## config.mk

```make
export PLATFORM = sky130hd
export DESIGN_NAME = adcstr_ctrl
export DESIGN_NICKNAME = d
export VERILOG_FILES = /design/src/adcstr_pkg.sv /design/src/adcstr_sync.sv /design/src/adcstr_ctrl.sv
export SDC_FILE = /design/constraint.sdc
export NUM_CORES = 1
export LEC_CHECK = 0
export ABC_CLOCK_PERIOD_IN_PS = 2430
export BUFFER_PORTS_ARGS = -buffer_cell sky130_fd_sc_hd__buf_2
export CELL_PAD_IN_SITES_DETAIL_PLACEMENT = 1
export CELL_PAD_IN_SITES_GLOBAL_PLACEMENT = 1
export CORE_ASPECT_RATIO = 2
export CORE_MARGIN = 4
export CORE_UTILIZATION = 40
export DETAILED_ROUTE_END_ITERATION = 16
export MAX_ROUTING_LAYER = met4
export PLACE_DENSITY_LB_ADDON = 0.1
export SLEW_MARGIN = 10
export SYNTH_ARGS = -nofsm -noshare
export SYNTH_HDL_FRONTEND = slang
export SYNTH_HIERARCHICAL = 1
export SYNTH_SLANG_ARGS = --single-unit
```

## constraint.sdc

```tcl
create_clock -name clk_sys_i -period 2.43 [get_ports clk_sys_i]
set_input_delay 0.3645 -clock clk_sys_i [delete_from_list [all_inputs] [get_ports clk_sys_i]]
set_output_delay 0.3645 -clock clk_sys_i [all_outputs]
set_load 0.05 [all_outputs]
```

## src/adcstr_pkg.sv

```systemverilog
// adcstr_pkg: register map, field layout and mode codes for the
// converter timing and repeat-control block.
// assumes byte-wide register port with 16-bit addresses.
`default_nettype none
package adcstr_pkg;
    localparam logic [15:0] ADCSTR_OFS_RPT_CNT = 16'h1D19;
    localparam logic [15:0] ADCSTR_OFS_RPT_THR = 16'h1D1A;
    localparam logic [15:0] ADCSTR_OFS_NEG_SEL = 16'h1D20;
    localparam logic [15:0] ADCSTR_OFS_ACQ_LO = 16'h1D21;
    localparam logic [15:0] ADCSTR_OFS_ACQ_HI = 16'h1D22;
    localparam logic [15:0] ADCSTR_OFS_CAP = 16'h1D23;
    localparam logic [15:0] ADCSTR_OFS_PRE_LO = 16'h1D24;
    localparam logic [15:0] ADCSTR_OFS_PRE_HI = 16'h1D25;
    localparam logic [15:0] ADCSTR_OFS_INT_STAT = 16'h1D30;
    localparam logic [15:0] ADCSTR_OFS_INT_MASK = 16'h1D31;
    localparam int ADCSTR_TIME_W = 13;
    localparam int ADCSTR_HI_W = 5;
    localparam int ADCSTR_CAP_W = 5;
    localparam int ADCSTR_NEG_W = 6;
    localparam logic [13:0] ADCSTR_ACQ_DEFAULT_LEN = 14'h2000;
    localparam logic [7:0] ADCSTR_RESET_BYTE = 8'h00;
    localparam logic [12:0] ADCSTR_RESET_TIME = 13'h0000;
    localparam int ADCSTR_SYNC_STAGES = 2;
    // conversion clock source codes
    localparam logic [1:0] ADCSTR_CS_RC = 2'h3;
    // computation modes
    localparam logic [2:0] ADCSTR_MD_AVG = 3'h2;
    localparam logic [2:0] ADCSTR_MD_BURST = 3'h3;
    localparam logic [2:0] ADCSTR_MD_LPF = 3'h4;
    // interrupt status bits
    localparam int ADCSTR_IRQ_CHECK = 0;
    localparam int ADCSTR_IRQ_DONE = 1;
    typedef enum {ADCSTR_IDLE, ADCSTR_PRE, ADCSTR_ACQ, ADCSTR_CONV} adcstr_state_t;
    typedef struct packed {
        logic [15:0] addr;
        logic [7:0] wdata;
        logic wr;
        logic rd;
    } adcstr_bus_t;
    typedef struct packed {
        logic precharge;
        logic acquire;
        logic convert_go;
        logic [4:0] cap_pf;
        logic [5:0] neg_sel;
        logic neg_valid;
    } adcstr_analog_t;
endpackage
`default_nettype wire

```

## src/adcstr_sync.sv

```systemverilog
// adcstr_sync: two-flop synchroniser for one level.
// assumes input is asynchronous to clk_sys_i.
`timescale 1ns/1ps
`default_nettype none
module adcstr_sync (
    input wire logic clk_sys_i,
    input wire logic srst_i,
    input wire logic async_i,
    output logic sync_o
);
    logic meta_r;
    always_ff @(posedge clk_sys_i) begin
        if (srst_i) begin
            meta_r <= 1'b0;
            sync_o <= 1'b0;
        end else begin
            meta_r <= async_i;
            sync_o <= meta_r;
        end
    end
endmodule
`default_nettype wire

```

## src/adcstr_ctrl.sv

```systemverilog
// adcstr_ctrl: conversion phase timer, extra load, negative input
// select and repeat counter with threshold-check event.
// assumes rc_tick_i is a raw pin-side oscillator level; trigger is local.
//
// How it works
// - a nonzero precharge count n gives n timing clocks of precharge, zero skips it.
// - phases count system clocks unless the rc oscillator is the source, then its rising edges.
// - a nonzero sample window n gives n timing clocks of acquisition.
// - with both window and precharge zero, acquisition is skipped.
// - window zero with precharge nonzero gives 8192 clocks of acquisition.
// - extra load output equals the 5-bit field in pF, zero adds none.
// - an 8-bit repeat threshold register sets triggers per check.
// - an 8-bit counter counts triggers and fires a check when it reaches the threshold.
// - counting and checking only run in filter, burst average and average modes.
// - the repeat counter is software read and write and resets to zero.
// - precharge length is reached as a high byte of bits 12:8 and a low byte.
// - sample window is reached as a high byte of bits 12:8 and a low byte.
// - negative codes 6,5,3,1 select port A pins, codes 4,2,0 connect nothing.
// - the negative select is a 6-bit software field reset to zero.
//
// The implementer's own choice: strobed register access.
`timescale 1ns/1ps
`default_nettype none
module adcstr_ctrl (
    input wire logic clk_sys_i,
    input wire logic srst_i,
    input wire adcstr_pkg::adcstr_bus_t bus_i,
    output logic [7:0] rdata_o,
    input wire logic [1:0] clk_src_i,
    input wire logic [2:0] comp_mode_i,
    input wire logic rc_tick_i,
    input wire logic trigger_i,
    input wire logic conv_done_i,
    output adcstr_pkg::adcstr_analog_t analog_o,
    output logic busy_o,
    output logic check_o,
    output logic irq_o
);
    import adcstr_pkg::*;

    logic [7:0] cnt_r;
    logic [7:0] thr_r;
    logic [12:0] pre_r;
    logic [12:0] acq_r;
    logic [4:0] cap_r;
    logic [5:0] neg_r;
    logic [1:0] stat_r;
    logic [1:0] mask_r;
    logic rc_sync;
    logic rc_prev_r;
    logic tick;
    logic mode_ok;
    logic [13:0] left_r;
    adcstr_state_t st_r;
    logic wr_cnt, wr_thr;
    logic rd_stat;
    logic [1:0] ev;

    adcstr_sync u_rc_sync (
        .clk_sys_i(clk_sys_i),
        .srst_i(srst_i),
        .async_i(rc_tick_i),
        .sync_o(rc_sync)
    );

    always_ff @(posedge clk_sys_i) begin
        if (srst_i) begin
            rc_prev_r <= 1'b0;
        end else begin
            rc_prev_r <= rc_sync;
        end
    end

    assign tick = (clk_src_i == ADCSTR_CS_RC) ? (rc_sync & ~rc_prev_r) : 1'b1;

    assign mode_ok = (comp_mode_i == ADCSTR_MD_LPF) || (comp_mode_i == ADCSTR_MD_BURST)
        || (comp_mode_i == ADCSTR_MD_AVG);

    assign wr_cnt = bus_i.wr && bus_i.addr == ADCSTR_OFS_RPT_CNT;
    assign wr_thr = bus_i.wr && bus_i.addr == ADCSTR_OFS_RPT_THR;
    assign rd_stat = bus_i.rd && bus_i.addr == ADCSTR_OFS_INT_STAT;

    always_ff @(posedge clk_sys_i) begin
        if (srst_i) begin
            thr_r <= ADCSTR_RESET_BYTE;
        end else if (wr_thr) begin
            thr_r <= bus_i.wdata;
        end
    end

    always_ff @(posedge clk_sys_i) begin
        if (srst_i) begin
            pre_r <= ADCSTR_RESET_TIME;
        end else if (bus_i.wr && bus_i.addr == ADCSTR_OFS_PRE_LO) begin
            pre_r[7:0] <= bus_i.wdata;
        end else if (bus_i.wr && bus_i.addr == ADCSTR_OFS_PRE_HI) begin
            pre_r[12:8] <= bus_i.wdata[ADCSTR_HI_W-1:0];
        end
    end

    always_ff @(posedge clk_sys_i) begin
        if (srst_i) begin
            acq_r <= ADCSTR_RESET_TIME;
        end else if (bus_i.wr && bus_i.addr == ADCSTR_OFS_ACQ_LO) begin
            acq_r[7:0] <= bus_i.wdata;
        end else if (bus_i.wr && bus_i.addr == ADCSTR_OFS_ACQ_HI) begin
            acq_r[12:8] <= bus_i.wdata[ADCSTR_HI_W-1:0];
        end
    end

    always_ff @(posedge clk_sys_i) begin
        if (srst_i) begin
            neg_r <= '0;
            cap_r <= '0;
            mask_r <= '0;
        end else if (bus_i.wr) begin
            if (bus_i.addr == ADCSTR_OFS_NEG_SEL) begin
                neg_r <= bus_i.wdata[ADCSTR_NEG_W-1:0];
            end
            if (bus_i.addr == ADCSTR_OFS_CAP) begin
                cap_r <= bus_i.wdata[ADCSTR_CAP_W-1:0];
            end
            if (bus_i.addr == ADCSTR_OFS_INT_MASK) begin
                mask_r <= bus_i.wdata[1:0];
            end
        end
    end

    always_ff @(posedge clk_sys_i) begin
        if (srst_i) begin
            st_r <= ADCSTR_IDLE;
            left_r <= '0;
        end else begin
            unique case (st_r)
                ADCSTR_IDLE: begin
                    if (trigger_i) begin
                        if (pre_r != '0) begin
                            st_r <= ADCSTR_PRE;
                            left_r <= {1'b0, pre_r};
                        end else if (acq_r != '0) begin
                            st_r <= ADCSTR_ACQ;
                            left_r <= {1'b0, acq_r};
                        end else begin
                            st_r <= ADCSTR_CONV;
                        end
                    end
                end
                ADCSTR_PRE: begin
                    if (tick) begin
                        if (left_r == 14'h0001) begin
                            st_r <= ADCSTR_ACQ;
                            left_r <= (acq_r == '0) ? ADCSTR_ACQ_DEFAULT_LEN : {1'b0, acq_r};
                        end else begin
                            left_r <= left_r - 14'h0001;
                        end
                    end
                end
                ADCSTR_ACQ: begin
                    if (tick) begin
                        if (left_r == 14'h0001) begin
                            st_r <= ADCSTR_CONV;
                        end else begin
                            left_r <= left_r - 14'h0001;
                        end
                    end
                end
                ADCSTR_CONV: begin
                    if (conv_done_i) begin
                        st_r <= ADCSTR_IDLE;
                    end
                end
            endcase
        end
    end

    always_ff @(posedge clk_sys_i) begin
        if (srst_i) begin
            cnt_r <= ADCSTR_RESET_BYTE;
            check_o <= 1'b0;
        end else begin
            check_o <= 1'b0;
            if (wr_cnt) begin
                cnt_r <= bus_i.wdata;
            end else if (trigger_i && mode_ok) begin
                if (cnt_r + 8'h01 >= thr_r) begin
                    check_o <= 1'b1;
                    cnt_r <= ADCSTR_RESET_BYTE;
                end else begin
                    cnt_r <= cnt_r + 8'h01;
                end
            end
        end
    end

    assign ev[ADCSTR_IRQ_CHECK] = check_o;
    assign ev[ADCSTR_IRQ_DONE] = (st_r == ADCSTR_CONV) && conv_done_i;

    // sticky status, set wins over read clear
    always_ff @(posedge clk_sys_i) begin
        if (srst_i) begin
            stat_r <= '0;
        end else begin
            stat_r <= (rd_stat ? 2'h0 : stat_r) | ev;
        end
    end

    assign irq_o = |(stat_r & mask_r);

    always_ff @(posedge clk_sys_i) begin
        if (srst_i) begin
            rdata_o <= 8'h00;
        end else if (bus_i.rd) begin
            unique case (bus_i.addr)
                ADCSTR_OFS_RPT_CNT: rdata_o <= cnt_r;
                ADCSTR_OFS_RPT_THR: rdata_o <= thr_r;
                ADCSTR_OFS_NEG_SEL: rdata_o <= {2'h0, neg_r};
                ADCSTR_OFS_ACQ_LO: rdata_o <= acq_r[7:0];
                ADCSTR_OFS_ACQ_HI: rdata_o <= {3'h0, acq_r[12:8]};
                ADCSTR_OFS_CAP: rdata_o <= {3'h0, cap_r};
                ADCSTR_OFS_PRE_LO: rdata_o <= pre_r[7:0];
                ADCSTR_OFS_PRE_HI: rdata_o <= {3'h0, pre_r[12:8]};
                ADCSTR_OFS_INT_STAT: rdata_o <= {6'h00, stat_r};
                ADCSTR_OFS_INT_MASK: rdata_o <= {6'h00, mask_r};
                default: rdata_o <= 8'h00;
            endcase
        end else begin
            rdata_o <= 8'h00;
        end
    end

    always_ff @(posedge clk_sys_i) begin
        if (srst_i) begin
            analog_o <= '0;
        end else begin
            analog_o.precharge <= (st_r == ADCSTR_PRE);
            analog_o.acquire <= (st_r == ADCSTR_ACQ);
            analog_o.convert_go <= (st_r == ADCSTR_CONV);
            analog_o.cap_pf <= cap_r;
            analog_o.neg_sel <= neg_r;
            // codes 0, 2 and 4 connect nothing
            analog_o.neg_valid <= !(neg_r == 6'h00 || neg_r == 6'h02 || neg_r == 6'h04);
        end
    end

    assign busy_o = (st_r != ADCSTR_IDLE);

    acq_default_a: assert property (@(posedge clk_sys_i) disable iff (srst_i)
        (st_r == ADCSTR_PRE && tick && left_r == 14'h0001 && acq_r == '0)
        |=> (left_r == 14'h2000 && st_r == ADCSTR_ACQ))
        else $error("acquisition not 8192 after precharge");
    skip_acq_a: assert property (@(posedge clk_sys_i) disable iff (srst_i)
        (st_r == ADCSTR_IDLE && trigger_i && pre_r == '0 && acq_r == '0) |=> st_r == ADCSTR_CONV)
        else $error("acquisition not skipped");
    pre_entry_a: assert property (@(posedge clk_sys_i) disable iff (srst_i)
        (st_r == ADCSTR_IDLE && trigger_i && pre_r != '0) |=> (st_r == ADCSTR_PRE
        && left_r == {1'b0, $past(pre_r)}))
        else $error("precharge not started");
    phase_order_a: assert property (@(posedge clk_sys_i) disable iff (srst_i)
        (st_r == ADCSTR_ACQ) |-> ($past(st_r) != ADCSTR_CONV))
        else $error("acquisition after conversion");
    mode_gate_a: assert property (@(posedge clk_sys_i) disable iff (srst_i)
        (!mode_ok && !wr_cnt) |=> ($stable(cnt_r) && !check_o))
        else $error("counting outside filter modes");
    check_fire_a: assert property (@(posedge clk_sys_i) disable iff (srst_i)
        (trigger_i && mode_ok && !wr_cnt && cnt_r + 8'h01 >= thr_r) |=> check_o)
        else $error("check missed");
    cnt_write_a: assert property (@(posedge clk_sys_i) disable iff (srst_i)
        wr_cnt |=> cnt_r == $past(bus_i.wdata))
        else $error("counter write lost");
    rc_hold_a: assert property (@(posedge clk_sys_i) disable iff (srst_i)
        (st_r == ADCSTR_ACQ && !tick) |=> $stable(left_r))
        else $error("phase advanced without timing clock");
    sys_tick_a: assert property (@(posedge clk_sys_i) disable iff (srst_i)
        (st_r == ADCSTR_PRE && clk_src_i != ADCSTR_CS_RC && left_r != 14'h0001)
        |=> left_r == $past(left_r) - 14'h0001)
        else $error("precharge not counting system clocks");
    acq_entry_a: assert property (@(posedge clk_sys_i) disable iff (srst_i)
        (st_r == ADCSTR_IDLE && trigger_i && pre_r == '0 && acq_r != '0)
        |=> (st_r == ADCSTR_ACQ && left_r == {1'b0, $past(acq_r)}))
        else $error("acquisition not started from window");
    cap_follow_a: assert property (@(posedge clk_sys_i) disable iff (srst_i)
        analog_o.cap_pf == $past(cap_r))
        else $error("extra load not following field");
    neg_off_a: assert property (@(posedge clk_sys_i) disable iff (srst_i)
        (neg_r == 6'h00 || neg_r == 6'h02 || neg_r == 6'h04) |=> !analog_o.neg_valid)
        else $error("unconnected negative code marked valid");
    neg_on_a: assert property (@(posedge clk_sys_i) disable iff (srst_i)
        (neg_r == 6'h01 || neg_r == 6'h03 || neg_r == 6'h05 || neg_r == 6'h06)
        |=> analog_o.neg_valid)
        else $error("port pin negative code not connected");
    neg_write_a: assert property (@(posedge clk_sys_i) disable iff (srst_i)
        (bus_i.wr && bus_i.addr == ADCSTR_OFS_NEG_SEL)
        |=> {2'h0, neg_r} == ($past(bus_i.wdata) & 8'h3F))
        else $error("negative select write lost");
    pre_high_a: assert property (@(posedge clk_sys_i) disable iff (srst_i)
        (bus_i.wr && bus_i.addr == ADCSTR_OFS_PRE_HI)
        |=> {3'h0, pre_r[12:8]} == ($past(bus_i.wdata) & 8'h1F))
        else $error("precharge high byte write lost");
    acq_low_a: assert property (@(posedge clk_sys_i) disable iff (srst_i)
        (bus_i.wr && bus_i.addr == ADCSTR_OFS_ACQ_LO)
        |=> acq_r[7:0] == $past(bus_i.wdata))
        else $error("window low byte write lost");
    thr_write_a: assert property (@(posedge clk_sys_i) disable iff (srst_i)
        wr_thr |=> thr_r == $past(bus_i.wdata))
        else $error("threshold write lost");
    stat_set_a: assert property (@(posedge clk_sys_i) disable iff (srst_i)
        check_o |=> stat_r[ADCSTR_IRQ_CHECK])
        else $error("check event not latched");
    rd_idle_a: assert property (@(posedge clk_sys_i) disable iff (srst_i)
        !bus_i.rd |=> rdata_o == 8'h00)
        else $error("read data not idle");
endmodule
`default_nettype wire

```

==> run_results.csv <==
group,metric,value,unit
final_layout,antennaDiodeCount,0,
sta,fin_crit_sh,1.021,
route,drtAntennaViolNets,0,
route,vias,5188,
sta,setup_slack,-0.05208,ns
route,totalWireLength,19.85,mm
synthesis,synth.most_common_cell,"dfxtp_1",
final_layout,area_growth,28.46,%
status,failed_checks,"setup timing",
final_layout,layout-drive-gt1-share,0.2900,
clock_network,worstSkewPairLatency,0.35,ns
route,drt-wirelength-per-cell,23.17,um
synthesis,ys.flop_type,"dfxtp_1",
synthesis,syn_area,0.005236,mm^2
worst_setup_path,crit_required,2.68,ns
synthesis,ys_seq_area_frac,0.3823,
synthesis,synth_commonest_cells,"100 x dfxtp_1, 67 x nor2_1, 42 x mux2i_1, 34 x nand2_1, 26 x clkbuf_1",
power_and_ir_drop,powerDensity,905.5,mW/mm^2
sta,finClkSkew,0.006564,ns
route,drcViolationCount,0,
final_layout,fillers,1495,
sta,hold_viol,0,
synthesis,ys_warn_count,6,
final_layout,layout.nets,753,
run,max_cap_violations,0,
worst_setup_path,end_kind,"flop",
placed_design,hpwl,15.13,mm
synthesis,synth_top_area_share,0.3823,
sta,tns,-0.1683,ns
synthesis,synth-edff-count,0,
clock_network,ctsHtreeMaxLevel,3,
worst_setup_path,cp_max_fo,4,
clock_network,cts-root-buf,"clkbuf_16",
worst_setup_path,path_class,"reg2reg",
clock_network,cts_sinks,100,
worst_setup_path,worst-endpoint-arrival,2.73,ns
die,initial_core_util,0.4123,
die,die_area,0.01510,mm^2
synthesis,async_flop_share,0,
global_route,antenna_found_initial,0,
clock_network,cts_made_buffers,9,
power_and_ir_drop,ir_drop,663.2,uV
die,die_h,169.8,um
clock_network,ctsHoldBuffers,0,
die,coreArea,0.01270,mm^2
global_route,overflow,0,
synthesis,syn-num-nets,639,
sta,min_period,2.482,ns
die,rows,58,
synthesis,synth.distinct_cells,66,
clock_network,cts_max_path_buffers,2,
sta,tightest_slew,0.5406,ns
global_route,grt_max_degree,75,
sta,holdWs,0.2387,ns
die,dieWidth,88.91,um
global_route,grt_pass1_vias,5448,
route,first_iter_violations,260,
placed_design,gp_routability_congestion,0.9923,
route,detail_route.vias_per_cell,6.054,
sta,finalSetupViolCount,6,
synthesis,synth_largest_area_cell,"dfxtp_1",
power_and_ir_drop,p_leak,0.002825,uW
global_route,grt_pass1_wl,30.49,mm
sta,rsz0062_at_grt,"true",
sta,slew_headroom,0.6363,
sta,slew_violations,0,
synthesis,synth-seq-cells,100,
worst_setup_path,start_kind,"flop",
synthesis,avgSynthCellArea,8.905,um^2
status,status,"finished with violations",
synthesis,synth_cells,588,
worst_hold_path,hp-class,"in2reg",
clock_network,clk_pin_slew,0.07,ns
global_route,grt_usage,0.2765,
synthesis,synth_area_leaders,"dfxtp_1 38%, mux2i_1 8.0%, nor2_1 4.8%",
sta,fmax,0.4029,GHz
route,firstDrtPassIters,7,
clock_network,cts_tree,"done",
die,ios,62,
placed_design,io_buffer_count,61,
path summary, 6_finish.rpt:
check,start,to,slack (ns),cells past startpoint
setup reg to reg,cnt_r[0]$_SDFFE_PP0P_,cnt_r[3]$_SDFFE_PP0P_,-0.05,10
hold / removal,rc_tick_i,u_rc_sync/meta_r$_SDFF_PP0_,0.24,2
setup / recovery,cnt_r[0]$_SDFFE_PP0P_,cnt_r[3]$_SDFFE_PP0P_,-0.05,10
hold reg to reg,u_rc_sync/meta_r$_SDFF_PP0_,u_rc_sync/sync_o$_SDFF_PP0_,0.45,1
metal layers:
| metal | vias to the layer above | share of wire | track usage |
|---|---|---|---|
| met1 | 2563 | 0.34 | 0.2662 |
| met3 | 74 | 0.028 | 0.03013 |
| met4 | 0 | 0.056 | 0.1368 |
| met2 | 134 | 0.57 | 0.5204 |
| li1 | 2417 | - | - |
| met5 | - | 0 | - |
through the flow:
| step | std cells | area, um^2 | setup slack, ns | power (uW) | utilization |
|---|---|---|---|---|---|
| after floorplan | 588 | 5254 | -0.04637 | 3535 | - |
| after global placement | 834 | 6165 | -0.1764 | 4484 | 0.4854 |
| after detailed placement | 834 | 6165 | -0.2223 | 4561 | 0.4854 |
| after CTS | 854 | 6584 | 0.0001692 | 6060 | 0.5184 |
| after global routing | 857 | 6726 | -0.1574 | 6402 | 0.5297 |
| final | 857 | 6726 | -0.05208 | 6091 | 0.5297 |
where the power goes:
group / total [uW] / switching, uW / internal [uW]
Clock: 1490 / 654 / 832
Sequential: 1880 / 142 / 1740
Combinational: 2720 / 1630 / 1090
critical path, cell delays in order, from the launching register on:
cell,delay (ns)
dfxtp_4,0.38
ha_4,0.15
and3_4,0.21
nand3_4,0.08
xnor2_2,0.21
ha_1,0.29
a21o_1,0.19
a221oi_4,0.34
buf_6,0.17
nand3_4,0.08
a311oi_2,0.28
what timing repair did:
item,4_1_cts,5_1_grt
gates resized for setup,21,20
gates cloned,0,0
setup buffers,4,3
endpoints found under the setup margin,9,13
pin swaps,7,15
registers in the layout, indices dropped and copies added (netlist names), 2 cells and up:
register,cells
analog_o,15
left_r,14
acq_r,13
pre_r,13
cnt_r,8
rdata_o,8
thr_r,8
neg_r,6
cap_r,5
mask_r,2
st_r,2
stat_r,2
cells by family (layout without fill, tap and decap cells):
kind of cell	after synthesis	after routing	synth area share
flops	100	100	0.3823
simple gates	231	231	0.2404
compound gates	121	121	0.1670
fa+ha+maj	15	15	0.03584
buf+inv	60	179	0.04922
mux	47	47	0.1018
xor+xnor	14	14	0.02342
cell usage in the layout, fill, tap and decap left out, types with 6 or more instances in the layout:
cell type / netlist / routed
mux2i_1: 42 / 42
nor3_1: 12 / 12
inv_1: 19 / 19
a22oi_1: 12 / 12
o21ai_0: 12 / 11
nor2b_1: 22 / 22
a211oi_1: 8 / 7
a211o_1: 6 / 6
xor2_1: 6 / 6
a31oi_1: 6 / 6
buf_2: 7 / 61
dfxtp_1: 100 / 95
clkbuf_16: 0 / 9
buf_4: 0 / 77
nand3_1: 23 / 20
ha_1: 15 / 12
nand2_1: 34 / 33
a21oi_1: 25 / 25
nor2_1: 67 / 67
a311oi_1: 9 / 6
nor4_1: 14 / 14
nand4_1: 11 / 11
cell type report:
cell class                      instances  area (um^2)  share of cell area
Multi-Input combinational cell        428         3182              0.4730
Sequential cell                       100         2013              0.2993
Timing Repair Buffer                  143        965.9              0.1436
Clock buffer                           11        242.7             0.03609
Tap cell                              150        187.7             0.02790
Inverter                               20        75.07             0.01116
Clock inverter                          5        60.06            0.008929
Power figures use the tool's default switching activity.
